===== src/otfac_defs.vh =====
// Offsets, field positions, reset values and cycle counts of the fuse access controller.
`ifndef OTFAC_DEFS_VH
`define OTFAC_DEFS_VH

// Register offsets.
`define OTFAC_OFS_CTL      8'h00
`define OTFAC_OFS_ADDR     8'h04
`define OTFAC_OFS_DATA     8'h08
`define OTFAC_OFS_SUPPLY   8'h10
`define OTFAC_OFS_CMD      8'h18
`define OTFAC_OFS_TRIG     8'h1C
`define OTFAC_OFS_PTIM1    8'h20
`define OTFAC_OFS_PTIM2    8'h24
`define OTFAC_OFS_PTIM3    8'h28
`define OTFAC_OFS_RTIM4    8'h2C
`define OTFAC_OFS_RTIM5    8'h30

// Reset values.
`define OTFAC_RST_CTL      12'h000
`define OTFAC_RST_SUPPLY   2'h1
`define OTFAC_RST_CMD      2'h2
`define OTFAC_RST_PTIM1    27'h010_4E06
`define OTFAC_RST_PTIM2    27'h09C_0884
`define OTFAC_RST_PTIM3    18'h0_0C27
`define OTFAC_RST_RTIM4    27'h030_180F
`define OTFAC_RST_RTIM5    27'h03C_100C

// Control bit positions.
`define OTFAC_CTL_HOLD_SEL   11
`define OTFAC_CTL_DSU_SEL    10
`define OTFAC_CTL_RSU_SEL    9
`define OTFAC_CTL_STB_SEL    8
`define OTFAC_CTL_HREL_SEL   7
`define OTFAC_CTL_AEN_SEL    6
`define OTFAC_CTL_DHLD_SEL   5
`define OTFAC_CTL_ZONE_LSB   1
`define OTFAC_CTL_EN         0
`define OTFAC_CTL_WIDTH      12

// Supply, trigger and command encodings.
`define OTFAC_SUP_PROG     1
`define OTFAC_SUP_LOGIC    0
`define OTFAC_TRIG_BIT     1
`define OTFAC_CMD_READ     2'h0
`define OTFAC_CMD_PROG     2'h1
`define OTFAC_CMD_IDLE     2'h2

// Fixed cycle counts.
`define OTFAC_FIX_HOLD     9'h006
`define OTFAC_FIX_DSU      9'h00F
`define OTFAC_FIX_RSU      9'h00C
`define OTFAC_FIX_STB      9'h00C
`define OTFAC_FIX_HREL     9'h00C
`define OTFAC_FIX_AEN      9'h008
`define OTFAC_FIX_DHLD     9'h00F

`endif


===== src/otfac_timer.v =====
// Down counter that times one phase of a fuse access sequence.
`timescale 1ns/1ps
module otfac_timer #(
  parameter CW = 9
) (
  // Clock and reset.
  input  wire          clk,
  input  wire          resetn,
  // Phase control.
  input  wire          start,
  input  wire [CW-1:0] load_val,
  output wire          done
);

  reg [CW-1:0] cnt_r;

  // A zero load still lasts one cycle.
  always @(posedge clk or negedge resetn)
  begin
    if (!resetn)
      cnt_r <= {CW{1'b0}};
    else if (start)
      cnt_r <= (load_val == {CW{1'b0}}) ? {{(CW-1){1'b0}}, 1'b1} : load_val;
    else if (cnt_r != {CW{1'b0}})
      cnt_r <= cnt_r - {{(CW-1){1'b0}}, 1'b1};
  end

  assign done = (cnt_r == {{(CW-1){1'b0}}, 1'b1});

endmodule // otfac_timer


===== src/otfac_ctrl.v =====
// Fuse access controller: register file, read and program sequencer.
`timescale 1ns/1ps
`include "otfac_defs.vh"
module otfac_ctrl #(
  parameter AW = 8,
  parameter TW = 9
) (
  // Clock and reset.
  input  wire          clk,
  input  wire          resetn,
  // Host register port.
  input  wire          reg_sel,
  input  wire          reg_wr,
  input  wire [7:0]    reg_addr,
  input  wire [31:0]   reg_wdata,
  output reg  [31:0]   reg_rdata,
  input  wire          reg_unlock,
  // Fuse array macro.
  output reg  [AW-1:0] fuse_addr,
  output reg  [2:0]    fuse_bit,
  output reg           fuse_rd_en,
  output reg           fuse_strobe,
  output reg           fuse_pgm_en,
  output reg           fuse_pgm_pulse,
  input  wire [7:0]    fuse_rdata,
  // Supplies and status.
  output wire          logic_supply_en,
  output wire          prog_supply_en,
  output wire          busy
);

  ////////////////////////////////////////////////////////////////////////////////
  // Sequencer states.
  localparam [3:0] ST_IDLE  = 4'h0;
  localparam [3:0] ST_R_DSU = 4'h1;
  localparam [3:0] ST_R_ASU = 4'h2;
  localparam [3:0] ST_R_AEN = 4'h3;
  localparam [3:0] ST_R_SU  = 4'h4;
  localparam [3:0] ST_R_STB = 4'h5;
  localparam [3:0] ST_R_REL = 4'h6;
  localparam [3:0] ST_R_HLD = 4'h7;
  localparam [3:0] ST_R_DHD = 4'h8;
  localparam [3:0] ST_P_SUP = 4'h9;
  localparam [3:0] ST_P_SET = 4'hA;
  localparam [3:0] ST_P_AEN = 4'hB;
  localparam [3:0] ST_P_PUL = 4'hC;
  localparam [3:0] ST_P_HLD = 4'hD;
  localparam [3:0] ST_P_SUH = 4'hE;
  localparam [3:0] ST_P_SCN = 4'hF;

  ////////////////////////////////////////////////////////////////////////////////
  // Registers.
  reg [`OTFAC_CTL_WIDTH-1:0] ctl_r;
  reg [AW-1:0]               addr_r;
  reg [7:0]                  data_r;
  reg [1:0]                  supply_r;
  reg [1:0]                  cmd_r;
  reg                        trig_r;
  reg [26:0]                 ptim1_r;
  reg [26:0]                 ptim2_r;
  reg [17:0]                 ptim3_r;
  reg [26:0]                 rtim4_r;
  reg [26:0]                 rtim5_r;
  reg [3:0]                  st_r;
  reg [3:0]                  st_nxt;
  reg [3:0]                  bit_r;
  reg [3:0]                  bit_nxt;
  reg [TW-1:0]               dur;
  reg                        zone_ok;
  reg                        finish;

  wire wr_en    = reg_sel & reg_wr;
  wire rd_en    = reg_sel & ~reg_wr;
  wire wr_prot  = wr_en & reg_unlock;
  wire tmr_done;
  wire tmr_start;
  wire capture;

  ////////////////////////////////////////////////////////////////////////////////
  // Phase lengths picked by the control bits.
  wire [TW-1:0] t_hold = ctl_r[`OTFAC_CTL_HOLD_SEL] ? ptim3_r[17:9]    : `OTFAC_FIX_HOLD;
  wire [TW-1:0] t_dsu  = ctl_r[`OTFAC_CTL_DSU_SEL]  ? rtim4_r[8:0]     : `OTFAC_FIX_DSU;
  wire [TW-1:0] t_rsu  = ctl_r[`OTFAC_CTL_RSU_SEL]  ? rtim4_r[17:9]    : `OTFAC_FIX_RSU;
  wire [TW-1:0] t_stb  = ctl_r[`OTFAC_CTL_STB_SEL]  ? rtim4_r[26:18]   : `OTFAC_FIX_STB;
  wire [TW-1:0] t_rel  = ctl_r[`OTFAC_CTL_HREL_SEL] ? rtim5_r[8:0]     : `OTFAC_FIX_HREL;
  wire [TW-1:0] t_aen  = ctl_r[`OTFAC_CTL_AEN_SEL]  ? rtim5_r[17:9]    : `OTFAC_FIX_AEN;
  wire [TW-1:0] t_dhd  = ctl_r[`OTFAC_CTL_DHLD_SEL] ? rtim5_r[26:18]   : `OTFAC_FIX_DHLD;

  ////////////////////////////////////////////////////////////////////////////////
  // Zone check on the top two address bits.
  always @*
  begin
    zone_ok = ctl_r[`OTFAC_CTL_ZONE_LSB + addr_r[AW-1:AW-2]];
  end

  ////////////////////////////////////////////////////////////////////////////////
  // Next state of the sequencer.
  always @*
  begin
    st_nxt  = st_r;
    bit_nxt = bit_r;
    finish  = 1'b0;
    case (st_r)
      ST_IDLE:
      begin
        bit_nxt = 4'h0;
        if (trig_r)
        begin
          if (!ctl_r[`OTFAC_CTL_EN] || !zone_ok)
            finish = 1'b1;
          else if (cmd_r == `OTFAC_CMD_READ)
            st_nxt = ST_R_DSU;
          else if (cmd_r == `OTFAC_CMD_PROG)
            st_nxt = ST_P_SUP;
          else
            finish = 1'b1;
        end
      end
      ST_R_DSU: if (tmr_done) st_nxt = ST_R_ASU;
      ST_R_ASU: if (tmr_done) st_nxt = ST_R_AEN;
      ST_R_AEN: if (tmr_done) st_nxt = ST_R_SU;
      ST_R_SU:  if (tmr_done) st_nxt = ST_R_STB;
      ST_R_STB: if (tmr_done) st_nxt = ST_R_REL;
      ST_R_REL: if (tmr_done) st_nxt = ST_R_HLD;
      ST_R_HLD: if (tmr_done) st_nxt = ST_R_DHD;
      ST_R_DHD:
      begin
        if (tmr_done)
        begin
          st_nxt = ST_IDLE;
          finish = 1'b1;
        end
      end
      ST_P_SUP: if (tmr_done) st_nxt = ST_P_SCN;
      ST_P_SCN:
      begin
        if (bit_r[3])
          st_nxt = ST_P_SUH;
        else if (data_r[bit_r[2:0]])
          st_nxt = ST_P_SET;
        else
          bit_nxt = bit_r + 4'h1;
      end
      ST_P_SET: if (tmr_done) st_nxt = ST_P_AEN;
      ST_P_AEN: if (tmr_done) st_nxt = ST_P_PUL;
      ST_P_PUL: if (tmr_done) st_nxt = ST_P_HLD;
      ST_P_HLD:
      begin
        if (tmr_done)
        begin
          st_nxt  = ST_P_SCN;
          bit_nxt = bit_r + 4'h1;
        end
      end
      ST_P_SUH:
      begin
        if (tmr_done)
        begin
          st_nxt = ST_IDLE;
          finish = 1'b1;
        end
      end
      default: st_nxt = ST_IDLE;
    endcase
  end

  ////////////////////////////////////////////////////////////////////////////////
  // Length of the phase being entered.
  always @*
  begin
    case (st_nxt)
      ST_R_DSU: dur = t_dsu;
      ST_R_ASU: dur = ptim1_r[8:0];
      ST_R_AEN: dur = t_aen;
      ST_R_SU:  dur = t_rsu;
      ST_R_STB: dur = t_stb;
      ST_R_REL: dur = t_rel;
      ST_R_HLD: dur = t_hold;
      ST_R_DHD: dur = t_dhd;
      ST_P_SUP: dur = ptim1_r[17:9];
      ST_P_SET: dur = ptim1_r[26:18];
      ST_P_AEN: dur = ptim2_r[26:18];
      ST_P_PUL: dur = ptim2_r[8:0];
      ST_P_HLD: dur = ptim2_r[17:9];
      ST_P_SUH: dur = ptim3_r[8:0];
      default:  dur = {TW{1'b0}};
    endcase
  end

  assign tmr_start = (st_nxt != st_r) && (st_nxt != ST_IDLE) && (st_nxt != ST_P_SCN);
  assign capture   = (st_r == ST_R_STB) && tmr_done;

  otfac_timer #(
    .CW       (TW)
  ) u_timer (
    .clk      (clk),
    .resetn   (resetn),
    .start    (tmr_start),
    .load_val (dur),
    .done     (tmr_done)
  );

  ////////////////////////////////////////////////////////////////////////////////
  // Sequencer state and fuse macro pins.
  always @(posedge clk or negedge resetn)
  begin
    if (!resetn)
    begin
      st_r           <= ST_IDLE;
      bit_r          <= 4'h0;
      fuse_addr      <= {AW{1'b0}};
      fuse_bit       <= 3'h0;
      fuse_rd_en     <= 1'b0;
      fuse_strobe    <= 1'b0;
      fuse_pgm_en    <= 1'b0;
      fuse_pgm_pulse <= 1'b0;
    end
    else
    begin
      st_r           <= st_nxt;
      bit_r          <= bit_nxt;
      fuse_bit       <= bit_nxt[2:0];
      if (st_r == ST_IDLE)
        fuse_addr    <= addr_r;
      fuse_rd_en     <= (st_nxt >= ST_R_AEN) && (st_nxt <= ST_R_REL);
      fuse_strobe    <= (st_nxt == ST_R_STB);
      fuse_pgm_en    <= (st_nxt >= ST_P_AEN) && (st_nxt <= ST_P_HLD);
      fuse_pgm_pulse <= (st_nxt == ST_P_PUL);
    end
  end

  ////////////////////////////////////////////////////////////////////////////////
  // Register writes.
  always @(posedge clk or negedge resetn)
  begin
    if (!resetn)
    begin
      ctl_r    <= `OTFAC_RST_CTL;
      addr_r   <= {AW{1'b0}};
      data_r   <= 8'h00;
      supply_r <= `OTFAC_RST_SUPPLY;
      cmd_r    <= `OTFAC_RST_CMD;
      trig_r   <= 1'b0;
      ptim1_r  <= `OTFAC_RST_PTIM1;
      ptim2_r  <= `OTFAC_RST_PTIM2;
      ptim3_r  <= `OTFAC_RST_PTIM3;
      rtim4_r  <= `OTFAC_RST_RTIM4;
      rtim5_r  <= `OTFAC_RST_RTIM5;
    end
    else
    begin
      if (wr_prot && reg_addr == `OTFAC_OFS_CTL && !trig_r)
        ctl_r <= reg_wdata[`OTFAC_CTL_WIDTH-1:0];
      if (wr_en && reg_addr == `OTFAC_OFS_ADDR && !trig_r)
        addr_r <= reg_wdata[AW-1:0];
      if (capture)
        data_r <= fuse_rdata;
      else if (wr_en && reg_addr == `OTFAC_OFS_DATA && !trig_r)
        data_r <= reg_wdata[7:0];
      if (wr_en && reg_addr == `OTFAC_OFS_SUPPLY)
        supply_r <= reg_wdata[1:0];
      if (wr_en && reg_addr == `OTFAC_OFS_CMD && !trig_r)
        cmd_r <= reg_wdata[1:0];
      if (finish)
        trig_r <= 1'b0;
      else if (wr_prot && reg_addr == `OTFAC_OFS_TRIG && !trig_r)
        trig_r <= reg_wdata[`OTFAC_TRIG_BIT];
      if (wr_en && reg_addr == `OTFAC_OFS_PTIM1 && !trig_r)
        ptim1_r <= reg_wdata[26:0];
      if (wr_en && reg_addr == `OTFAC_OFS_PTIM2 && !trig_r)
        ptim2_r <= reg_wdata[26:0];
      if (wr_en && reg_addr == `OTFAC_OFS_PTIM3 && !trig_r)
        ptim3_r <= reg_wdata[17:0];
      if (wr_en && reg_addr == `OTFAC_OFS_RTIM4 && !trig_r)
        rtim4_r <= reg_wdata[26:0];
      if (wr_en && reg_addr == `OTFAC_OFS_RTIM5 && !trig_r)
        rtim5_r <= reg_wdata[26:0];
    end
  end

  ////////////////////////////////////////////////////////////////////////////////
  // Register reads, one cycle after the request.
  always @(posedge clk or negedge resetn)
  begin
    if (!resetn)
      reg_rdata <= 32'h0000_0000;
    else if (rd_en)
    begin
      case (reg_addr)
        `OTFAC_OFS_CTL:    reg_rdata <= {20'h0_0000, ctl_r};
        `OTFAC_OFS_ADDR:   reg_rdata <= {{(32-AW){1'b0}}, addr_r};
        `OTFAC_OFS_DATA:   reg_rdata <= {24'h00_0000, data_r};
        `OTFAC_OFS_SUPPLY: reg_rdata <= {30'h0000_0000, supply_r};
        `OTFAC_OFS_CMD:    reg_rdata <= {30'h0000_0000, cmd_r};
        `OTFAC_OFS_TRIG:   reg_rdata <= {30'h0000_0000, trig_r, 1'b0};
        `OTFAC_OFS_PTIM1:  reg_rdata <= {5'h00, ptim1_r};
        `OTFAC_OFS_PTIM2:  reg_rdata <= {5'h00, ptim2_r};
        `OTFAC_OFS_PTIM3:  reg_rdata <= {14'h0000, ptim3_r};
        `OTFAC_OFS_RTIM4:  reg_rdata <= {5'h00, rtim4_r};
        `OTFAC_OFS_RTIM5:  reg_rdata <= {5'h00, rtim5_r};
        default:           reg_rdata <= 32'h0000_0000;
      endcase
    end
  end

  ////////////////////////////////////////////////////////////////////////////////
  // Supply enables follow the supply register.
  assign logic_supply_en = supply_r[`OTFAC_SUP_LOGIC];
  assign prog_supply_en  = supply_r[`OTFAC_SUP_PROG];
  assign busy            = trig_r;

endmodule // otfac_ctrl


===== config.mk =====
export PLATFORM = sky130hd
export DESIGN_NAME = otfac_ctrl
export DESIGN_NICKNAME = d
export VERILOG_FILES = /design/src/otfac_timer.v /design/src/otfac_ctrl.v
export VERILOG_INCLUDE_DIRS = /design/src
export SDC_FILE = /design/constraint.sdc
export NUM_CORES = 1
export LEC_CHECK = 0
export BUFFER_PORTS_ARGS = -buffer_cell sky130_fd_sc_hd__buf_4
export CORE_MARGIN = 2
export CORE_UTILIZATION = 45
export DETAILED_ROUTE_END_ITERATION = 16
export PLACE_DENSITY_LB_ADDON = 0.15
export SLEW_MARGIN = 20
export SYNTH_ARGS = -nofsm -noshare
export SYNTH_HDL_FRONTEND = slang
export SYNTH_SLANG_ARGS = --single-unit
export TNS_END_PERCENT = 5

===== constraint.sdc =====
create_clock -name clk -period 5.1 [get_ports clk]
set_clock_uncertainty 0.15 [all_clocks]
set_input_delay 0.255 -clock clk [delete_from_list [all_inputs] [get_ports clk]]
set_output_delay 0.255 -clock clk [all_outputs]
set_load 0.02 [all_outputs]

==> results of run 1 <==
-- what timing repair did --
| item | in CTS | in global routing |
|---|---|---|
| buffers inserted | 0 | 0 |
| hold buffers | 46 | 0 |
| endpoints found under the hold margin | 253 | 0 |
-- cell usage in the layout, fill, tap and decap left out, types with 12 or more instances in the layout --
master / Yosys / layout
a21oi_1: 38 / 38
a22o_1: 32 / 32
a22oi_1: 73 / 73
buf_4: 8 / 111
clkbuf_16: 0 / 25
dfrtp_1: 178 / 178
dfstp_2: 37 / 37
dlygate4sd3_1: 0 / 46
inv_1: 18 / 18
mux2_2: 153 / 153
mux2i_1: 18 / 18
nand2_1: 89 / 85
nand2b_1: 12 / 12
nand3_1: 25 / 25
nand4_1: 25 / 25
nor2_1: 45 / 42
nor3_1: 18 / 17
o21ai_0: 20 / 20
-- per-layer routing --
metal	global-route usage, %	vias to the layer above
li1	-	4087
met5	0	-
met3	3.907	55
met4	7.321	0
met1	43.72	4806
met2	44.19	346
-- cells by family after synthesis --
kind of cell,after synthesis,synth area share (%)
adders and majority gates,5,0.5592
and+or+nand+nor,264,12.03
muxes,173,17.41
xor gates and xnor gates,9,0.7046
AOI/OAI and AO/OA,254,17.63
buffers and inverters,81,3.131
DFF,215,48.50
other,1,0.03352
-- through the flow --
stage               cell area, um^2  utilization, %  setup WS (ps)  hold slack, ps  std cells
floorplan                     11200               -           1759          -190.6       1006
global placement              12220           50.12          734.1           255.4       1380
detailed placement            12220           50.12          727.6           260.4       1380
CTS                           13510           55.38          707.2           120.8       1472
global route                  13510           55.38          367.5           141.0       1472
finish                        13510           55.38          630.4           132.2       1472
-- cells in the mapped netlist, types with 18 or more instances --
cell type,instances
a21oi_1,38
a22o_1,32
a22oi_1,73
clkbuf_1,42
dfrtp_1,178
dfstp_2,37
inv_1,18
mux2_2,153
mux2i_1,18
nand2_1,89
nand3_1,25
nand4_1,25
nor2_1,45
nor3_1,18
o21ai_0,20
-- cell type report --
class	instances	area [um^2]	share of cell area (%)
multi-input cells	710	5473	40.52
flip-flops and latches	215	5426	40.18
repair buffers	158	1309	9.690
clock buffers	42	779.5	5.771
well taps	324	405.4	3.001
inverters	19	71.32	0.5280
clock inverters	4	42.54	0.3150
-- flip-flops by register name (all words and copies together) (netlist names) --
signal	cells
ptim1_r	27
ptim2_r	27
reg_rdata	27
rtim4_r	27
rtim5_r	27
ptim3_r	18
ctl_r	12
u_timer.cnt_r	9
addr_r	8
data_r	8
fuse_addr	8
bit_r	4
st_r	4
cmd_r	2
supply_r	2
busy	1
fuse_pgm_en	1
fuse_pgm_pulse	1
fuse_rd_en	1
fuse_strobe	1
-- path summary, 6_finish.rpt --
path | endpoint | depth (start not counted)
worst max-delay path | u_timer.cnt_r[0]$_DFFE_PN0P_ | 11
min in group asynchronous | fuse_addr[5]$_DFFE_PN0P_ | 2
max in group asynchronous | ptim2_r[22]$_DFFE_PN0P_ | 3
worst max register to register | u_timer.cnt_r[0]$_DFFE_PN0P_ | 11
worst min register to register | fuse_addr[3]$_DFFE_PN0P_ | 2
worst min-delay path | supply_r[1]$_DFFE_PN0P_ | 4
-- report_power, final --
group / internal [mW] / switching, mW / leakage [nW]
clock network: 1.04 / 0.725 / 0.405
logic: 0.345 / 0.635 / 2.95
registers: 1.81 / 0.148 / 2.81
total: 3.20 / 1.51 / 6.17
-- critical path, cell delays in order, from the launching register on --
cell	delay, ps
dfrtp_1	400
inv_1	100
ha_1	270
or4b_1	630
nor4_1	290
nor3_1	110
a21oi_2	620
nor3_1	230
a22o_1	340
nor4_1	700
nand4_1	230
o31ai_2	290
==> run metrics, run 1 <==
register area share after synthesis 48.50%; share of the synthesized area in the top cell type about two fifths; syn avg cell area 11.17 um^2; initial antenna violation count 0; first-pass GRT wire length 57,550 um; initial core utilization 45.87%; vias in the first global route 8,952; Synth area leaders dfrtp_1, mux2_2, dfstp_2; Ports 103; FF+latch count, synth 215; setup_tns 0 ps; Max Clock Freq between 0.2 and 0.25 GHz; Final setup viols 0; Worst Max-Slew Pin Slew around 1000 ps; Hold Crit Class primary input to register; Pwr Total 4.703 mW; critical path arrival approximately 4800 ps; Inserted Diodes 0; grt ovf 0; leading area contributor after synthesis dfrtp_1; status complete, no violations; max-slew violations 0; Pre-antenna DRT Iters 5; CTS max path bufs 3; maxcap violations 0; RSZ-0062 raised after global routing no; pin count of the biggest net entering global routing 121; hpwl dp 26,200 um; worst setup path startpoint u_timer.cnt_r[1]$_DFFE_PN0P_; Setup crit end kind register; # DRC 0; routed len/inst about 25 um; Crit Reg-Reg Startpoint u_timer.cnt_r[1]$_DFFE_PN0P_; Clk Latency, worst-skew pair between 500 and 600 ps; worst hold start reg_wr; post-route ant nets 0; met3 WL 2420 um; Post-Synthesis Cells 1,002; layout cells sized above 1 32.67%; Async S/R FF share, synth 100.0%; clk sinks between 200 and 250; slew margin rel. 32.96%; Final nets 1,187; CTS tree built; met1 wire length 17,310 um; Leak about 6 nW; Tmin final 4470 ps; CTS Buf Count 25; PostCTS Resize Cnt 0; H-tree levels 1; CTS root buf clkbuf_16; CP startpoint kind register; area grow syn2layout 20.72%; die footprint 26,140 um^2; routed vias 9,294; Netlist cell types 85; Most used DFF post-synth dfrtp_1; Rows 57; WL final around 37,000 um; yosys warns 0; metal2 WL 16,840 um; cell area after synthesis 11,190 um^2; PwrDens 348.2 nW/um^2; CP max FO 13; Initial DRC Count a little under 1,000; chip height 161.7 um; core box area 24,390 um^2; fin crit share between 80% and 90%; Worst-path clk slew 60 ps; worst setup path class register to register; Die Wd ~160 um; worst vdd ir 240.6 uV; Req. time, crit path 5380 ps; final hold vios 0; r2r setup slk 630 ps; port buffer count ~90; vias per inst 6.314; GRT Total Usage 28.94%; Post-synth EDFFs 0; Fill cells 2,189; gp weighted congestion between 0.9 and 1; highest metal used met4
(Power assumes the default switching activity.)
==> inputs of run 2 (changes only) <==
--- a/config.mk
+++ b/config.mk
@@ -9,6 +9,7 @@
 export BUFFER_PORTS_ARGS = -buffer_cell sky130_fd_sc_hd__buf_4
 export CORE_MARGIN = 2
 export CORE_UTILIZATION = 45
+export CTS_BUF_LIST = sky130_fd_sc_hd__clkbuf_8
 export DETAILED_ROUTE_END_ITERATION = 16
 export PLACE_DENSITY_LB_ADDON = 0.15
 export SLEW_MARGIN = 20
==> run metrics, run 2 (synthesis results as in run 1) <==
post-layout util a little under three fifths; die footprint ~26,000 um^2; commonest cells after routing, fill and taps aside dfrtp_1, mux2_2, buf_4; Crit Reg-Reg Startpoint u_timer.cnt_r[1]$_DFFE_PN0P_; initial antenna violation count 0; CP max stage cell nor4_1; Worst Setup EP u_timer.cnt_r[0]$_DFFE_PN0P_; vias per inst 6.321; initial core utilization a little under half; CTS tree built; Worst-path clk slew ~60 ps; hpwl dp 26,200 um; post-route ant nets 0; GRT Total Usage 29.16%; Req. time, crit path 5370 ps; WL final 37,690 um; metal2 WL 16,820 um; first-pass GRT wire length a little under 60,000 um; RSZ-0062 raised after global routing no; critical path arrival 4740 ps; Pwr Total 4.606 mW; CTS root buf clkbuf_8; vias in the first global route 9,121; CTS Buf Count 39; setup ws final 633.2 ps; most common cell after layout, fill and taps aside dfrtp_1; final hold vios 0; Worst Max-Slew Pin Slew between 1000 and 1500 ps; r2r setup slk 630 ps; Rows 57; Critical R2R Capture u_timer.cnt_r[0]$_DFFE_PN0P_; clk sinks ~220; setup_tns 0 ps; CP max FO 13; Ports 103; routed len/inst 25.16 um; fin crit share ~90%; max-slew violations 0; routed vias 9,469; Max Clock Freq 0.2239 GHz; Clk Latency, worst-skew pair about 540 ps; maxcap violations 0; # DRC 0; max incr delay on CP between 700 and 800 ps; gp weighted congestion 0.9742; Final setup viols 0; Fin Hold WS 125.1 ps; grt ovf 0; slew margin rel. 31.58%; switching power 1.508 mW; combinational share of power 21.3%; internal power 3.098 mW; Leak around 6.2 nW; Die Wd 161.7 um; Setup crit end kind register; met1 wire length between 15,000 and 20,000 um; core box area roughly 24,000 um^2; Seq pwr share between 40% and 50%; worst setup path class register to register; switching share of power 32.73%; Pre-antenna DRT Iters 6; Hold Crit Class primary input to register; Fill cells between 2,000 and 2,500; Initial DRC Count 940; dpl ws 727.6 ps; layout cells sized above 1 33.39%; PwrDens between 300 and 400 nW/um^2; chip height 161.7 um; PostCTS Resize Cnt 0; Cell Chain, Critical Path inv_1, ha_1, or4b_1, nor4_1, nor3_1, a21oi_2, nor3_1, a22o_1, nor4_1, nand4_1, o31ai_2; pin count of the biggest net entering global routing around 120; H-tree levels 2; highest metal used met4; CP startpoint kind register; worst setup path startpoint u_timer.cnt_r[1]$_DFFE_PN0P_; area grow syn2layout 20.68%; port buffer count slightly above 90; status complete, no violations; Inserted Diodes 0; Clock power frac 36.3%; worst-case reg-to-reg path depth 11; Final nets 1,201; worst vdd ir 182.8 uV; Tmin final 4467 ps; met3 WL roughly 2600 um; CTS max path bufs 3
## run 2: cell type report
class | count | area, um^2 | share of cell area (%)
inverter | 19 | 71.32 | 0.5282
tap | 324 | 405.4 | 3.003
multi-input combinational | 710 | 5473 | 40.53
clock inverter | 21 | 115.1 | 0.8526
clock buffer | 51 | 701.9 | 5.199
sequential | 215 | 5426 | 40.19
timing repair buffer | 158 | 1309 | 9.693
## run 2: repair_timing
item	4_1_cts	5_1_grt
hold buffers	46	0
endpoints found under the hold margin	253	0
setup buffers	0	0
## run 2: worst max-delay path, delay by kind of cell (launching register included)
family / cells / cell delay, ps
AO/OA/AOI/OAI: 3 / 1240
adder cells (fa/ha/maj): 1 / 270
buffers and inverters: 1 / 100
flip-flops: 1 / 390
AND/OR/NAND/NOR: 6 / 2220
## run 2: worst min path at each step
stage	start	cells after the start	slack (ps)	to
after floorplan	resetn	0	-190	addr_r[0]$_DFFE_PN0P_
after global placement	resetn	1	260	reg_rdata[4]$_DFFE_PN0P_
after detailed placement	resetn	1	260	fuse_addr[7]$_DFFE_PN0P_
after CTS	reg_wr	4	110	supply_r[1]$_DFFE_PN0P_
after global routing	reg_wr	4	140	supply_r[0]$_DFFE_PN1P_
final	reg_wr	4	130	supply_r[1]$_DFFE_PN0P_
## run 2: layer usage
metal	global-route usage (%)	vias up
li1	-	4109
met1	44.15	4882
met2	44.17	399
met3	3.856	79
met4	8.085	0
met5	0	-
## run 2: power groups by stage
stage          sequential (mW)  clock, mW  combinational (mW)
2_1_floorplan             1.92          0               0.638
3_3_place_gp              1.97          0               0.930
3_5_place_dp              1.98          0               0.935
4_1_cts                   1.95       1.70               0.965
5_1_grt                   1.97       1.79                1.06
6_report                  1.95       1.67               0.981
## run 2: per-stage QoR
| stage | cells | area, um^2 |
|---|---|---|
| floorplan | 1006 | 11200 |
| CTS | 1498 | 13500 |
| detailed placement | 1380 | 12220 |
| global placement | 1380 | 12220 |
| finish | 1498 | 13500 |
| global route | 1498 | 13500 |
==> inputs of run 3 (changes only) <==
--- a/config.mk
+++ b/config.mk
@@ -6,9 +6,10 @@
 export SDC_FILE = /design/constraint.sdc
 export NUM_CORES = 1
 export LEC_CHECK = 0
+export ABC_CLOCK_PERIOD_IN_PS = 5100
 export BUFFER_PORTS_ARGS = -buffer_cell sky130_fd_sc_hd__buf_4
 export CORE_MARGIN = 2
-export CORE_UTILIZATION = 45
+export CORE_UTILIZATION = 67
 export CTS_BUF_LIST = sky130_fd_sc_hd__clkbuf_8
 export DETAILED_ROUTE_END_ITERATION = 16
 export PLACE_DENSITY_LB_ADDON = 0.15
==> run metrics, run 3 (synthesis results as in run 1) <==
Crit Reg-Reg Startpoint u_timer.cnt_r[1]$_DFFE_PN0P_; pin count of the biggest net entering global routing about 150; hpwl dp approximately 25,000 um; RSZ-0062 raised after global routing no; # DRC 0; setup_tns 0 ps; status complete, no violations; worst setup path startpoint u_timer.cnt_r[1]$_DFFE_PN0P_; Setup crit end kind register; Fin Hold WS 121.3 ps; maxcap violations 0; worst setup path class register to register; Pre-antenna DRT Iters 6; routed len/inst 28.13 um; PwrDens around 350 nW/um^2; CTS tree built; total placed cells including tap cells 1,276; chip height 133.2 um; vias in the first global route about 10,000; final hold vios 0; worst vdd ir 395.4 uV; Fill cells 958; grt ovf 0; Req. time, crit path between 5000 and 6000 ps; Tmin final 4494 ps; cell depth of the worst setup path 11; commonest cells after routing, fill and taps aside dfrtp_1, mux2_2, buf_4; most common cell after layout, fill and taps aside dfrtp_1; critical path's top delay family simple AND/OR/NAND/NOR gates; Die Wd roughly 130 um; port buffer count between 90 and 100; max-slew violations 0; vias per inst between 7 and 8; CP max FO 23; fin crit share 88.11%; CTS max path bufs 3; Final setup viols 0; layout cells sized above 1 approximately a third; core box area 16,470 um^2; Initial DRC Count 1,443; Rows 47; worst-case reg-to-reg path depth 11; Pwr Total 4.629 mW; Critical R2R Capture u_timer.cnt_r[0]$_DFFE_PN0P_; Final nets 1,197; Cell Chain, Critical Path inv_1, ha_1, nor4b_2, a21oi_2, nor3_1, a21o_2, a211oi_2, a22o_1, nor4_1, nand4_1, o31ai_2; Max Clock Freq 0.2225 GHz; post-route ant nets 0; die footprint 17,750 um^2; Hold Crit Class primary input to asynchronous set/reset pin; Worst Max-Slew Pin Slew 1135 ps; H-tree levels 2; critical path arrival ~4800 ps; initial antenna violation count 1; Ports 103; gp weighted congestion 1.023; r2r setup slk 610 ps; Clk Latency, worst-skew pair 530 ps; GRT Total Usage 44.70%; Buf/Inv on CP 1; Final Instance Count excl. Fillers 1,386; routed vias 9,958; CP startpoint kind register; max incr delay on CP between 700 and 800 ps; clk sinks 215; CTS Buf Count 36; area grow syn2layout 19.25%; Worst Setup EP u_timer.cnt_r[0]$_DFFE_PN0P_; initial core utilization 67.95%; CP max stage cell nor4_1; first-pass GRT wire length 60,050 um; Worst-path clk slew 60 ps; Leak 6.198 nW; CTS root buf clkbuf_8; slew margin rel. 24.32%; WL final 38,980 um
[run 3: stage by stage]
step                cell area [um^2]  util (%)  setup WS [ps]
floorplan                      11200         -           1759
global placement               12100     73.50          924.5
detailed placement             12100     73.50          791.6
CTS                            13340     81.01          775.9
global route                   13340     81.01          405.8
finish                         13340     81.03          606.5
[run 3: where the power goes]
group          internal [mW]  switching [mW]  leakage [nW]
clock                  0.944           0.718         0.432
sequential              1.81           0.142          2.81
combinational          0.348           0.671          2.95
total                   3.10            1.53          6.20
[run 3: worst min path at each step]
stage | cells past startpoint | slack (ps) | start | to
finish | 2 | 120 | resetn | ptim2_r[1]$_DFFE_PN0P_
global route | 4 | 160 | reg_wr | supply_r[0]$_DFFE_PN1P_
CTS | 4 | 130 | reg_wr | supply_r[0]$_DFFE_PN1P_
detailed placement | 1 | 150 | resetn | reg_rdata[0]$_DFFE_PN0P_
global placement | 1 | 140 | resetn | reg_rdata[0]$_DFFE_PN0P_
floorplan | 0 | -190 | resetn | addr_r[0]$_DFFE_PN0P_
[run 3: layout make-up]
type / count / area (um^2) / area share [%]
clock inverter: 16 / 125.1 / 0.9378
inverter: 19 / 71.32 / 0.5346
multi-input combinational: 710 / 5470 / 41.00
antenna: 1 / 2.502 / 0.01876
clock buffer: 48 / 660.6 / 4.952
tap: 220 / 275.3 / 2.063
timing repair buffer: 157 / 1310 / 9.819
sequential: 215 / 5426 / 40.67
[run 3: metal layers]
metal | global-route usage (%) | routed length (um) | share of wire (%) | up-vias
li1 | - | - | - | 4101
met1 | 59.80 | 14790 | 38 | 4901
met2 | 67.79 | 17440 | 45 | 790
met3 | 12.79 | 4727 | 12 | 166
met4 | 21.81 | 2028 | 5.2 | 0
met5 | 0 | 0 | 0 | -
[run 3: repair_timing]
action / in CTS / in global routing
hold endpoints to repair: 228 / 0
buffers inserted: 0 / 0
gates resized for setup: 0 / 0
hold buffers: 45 / 0
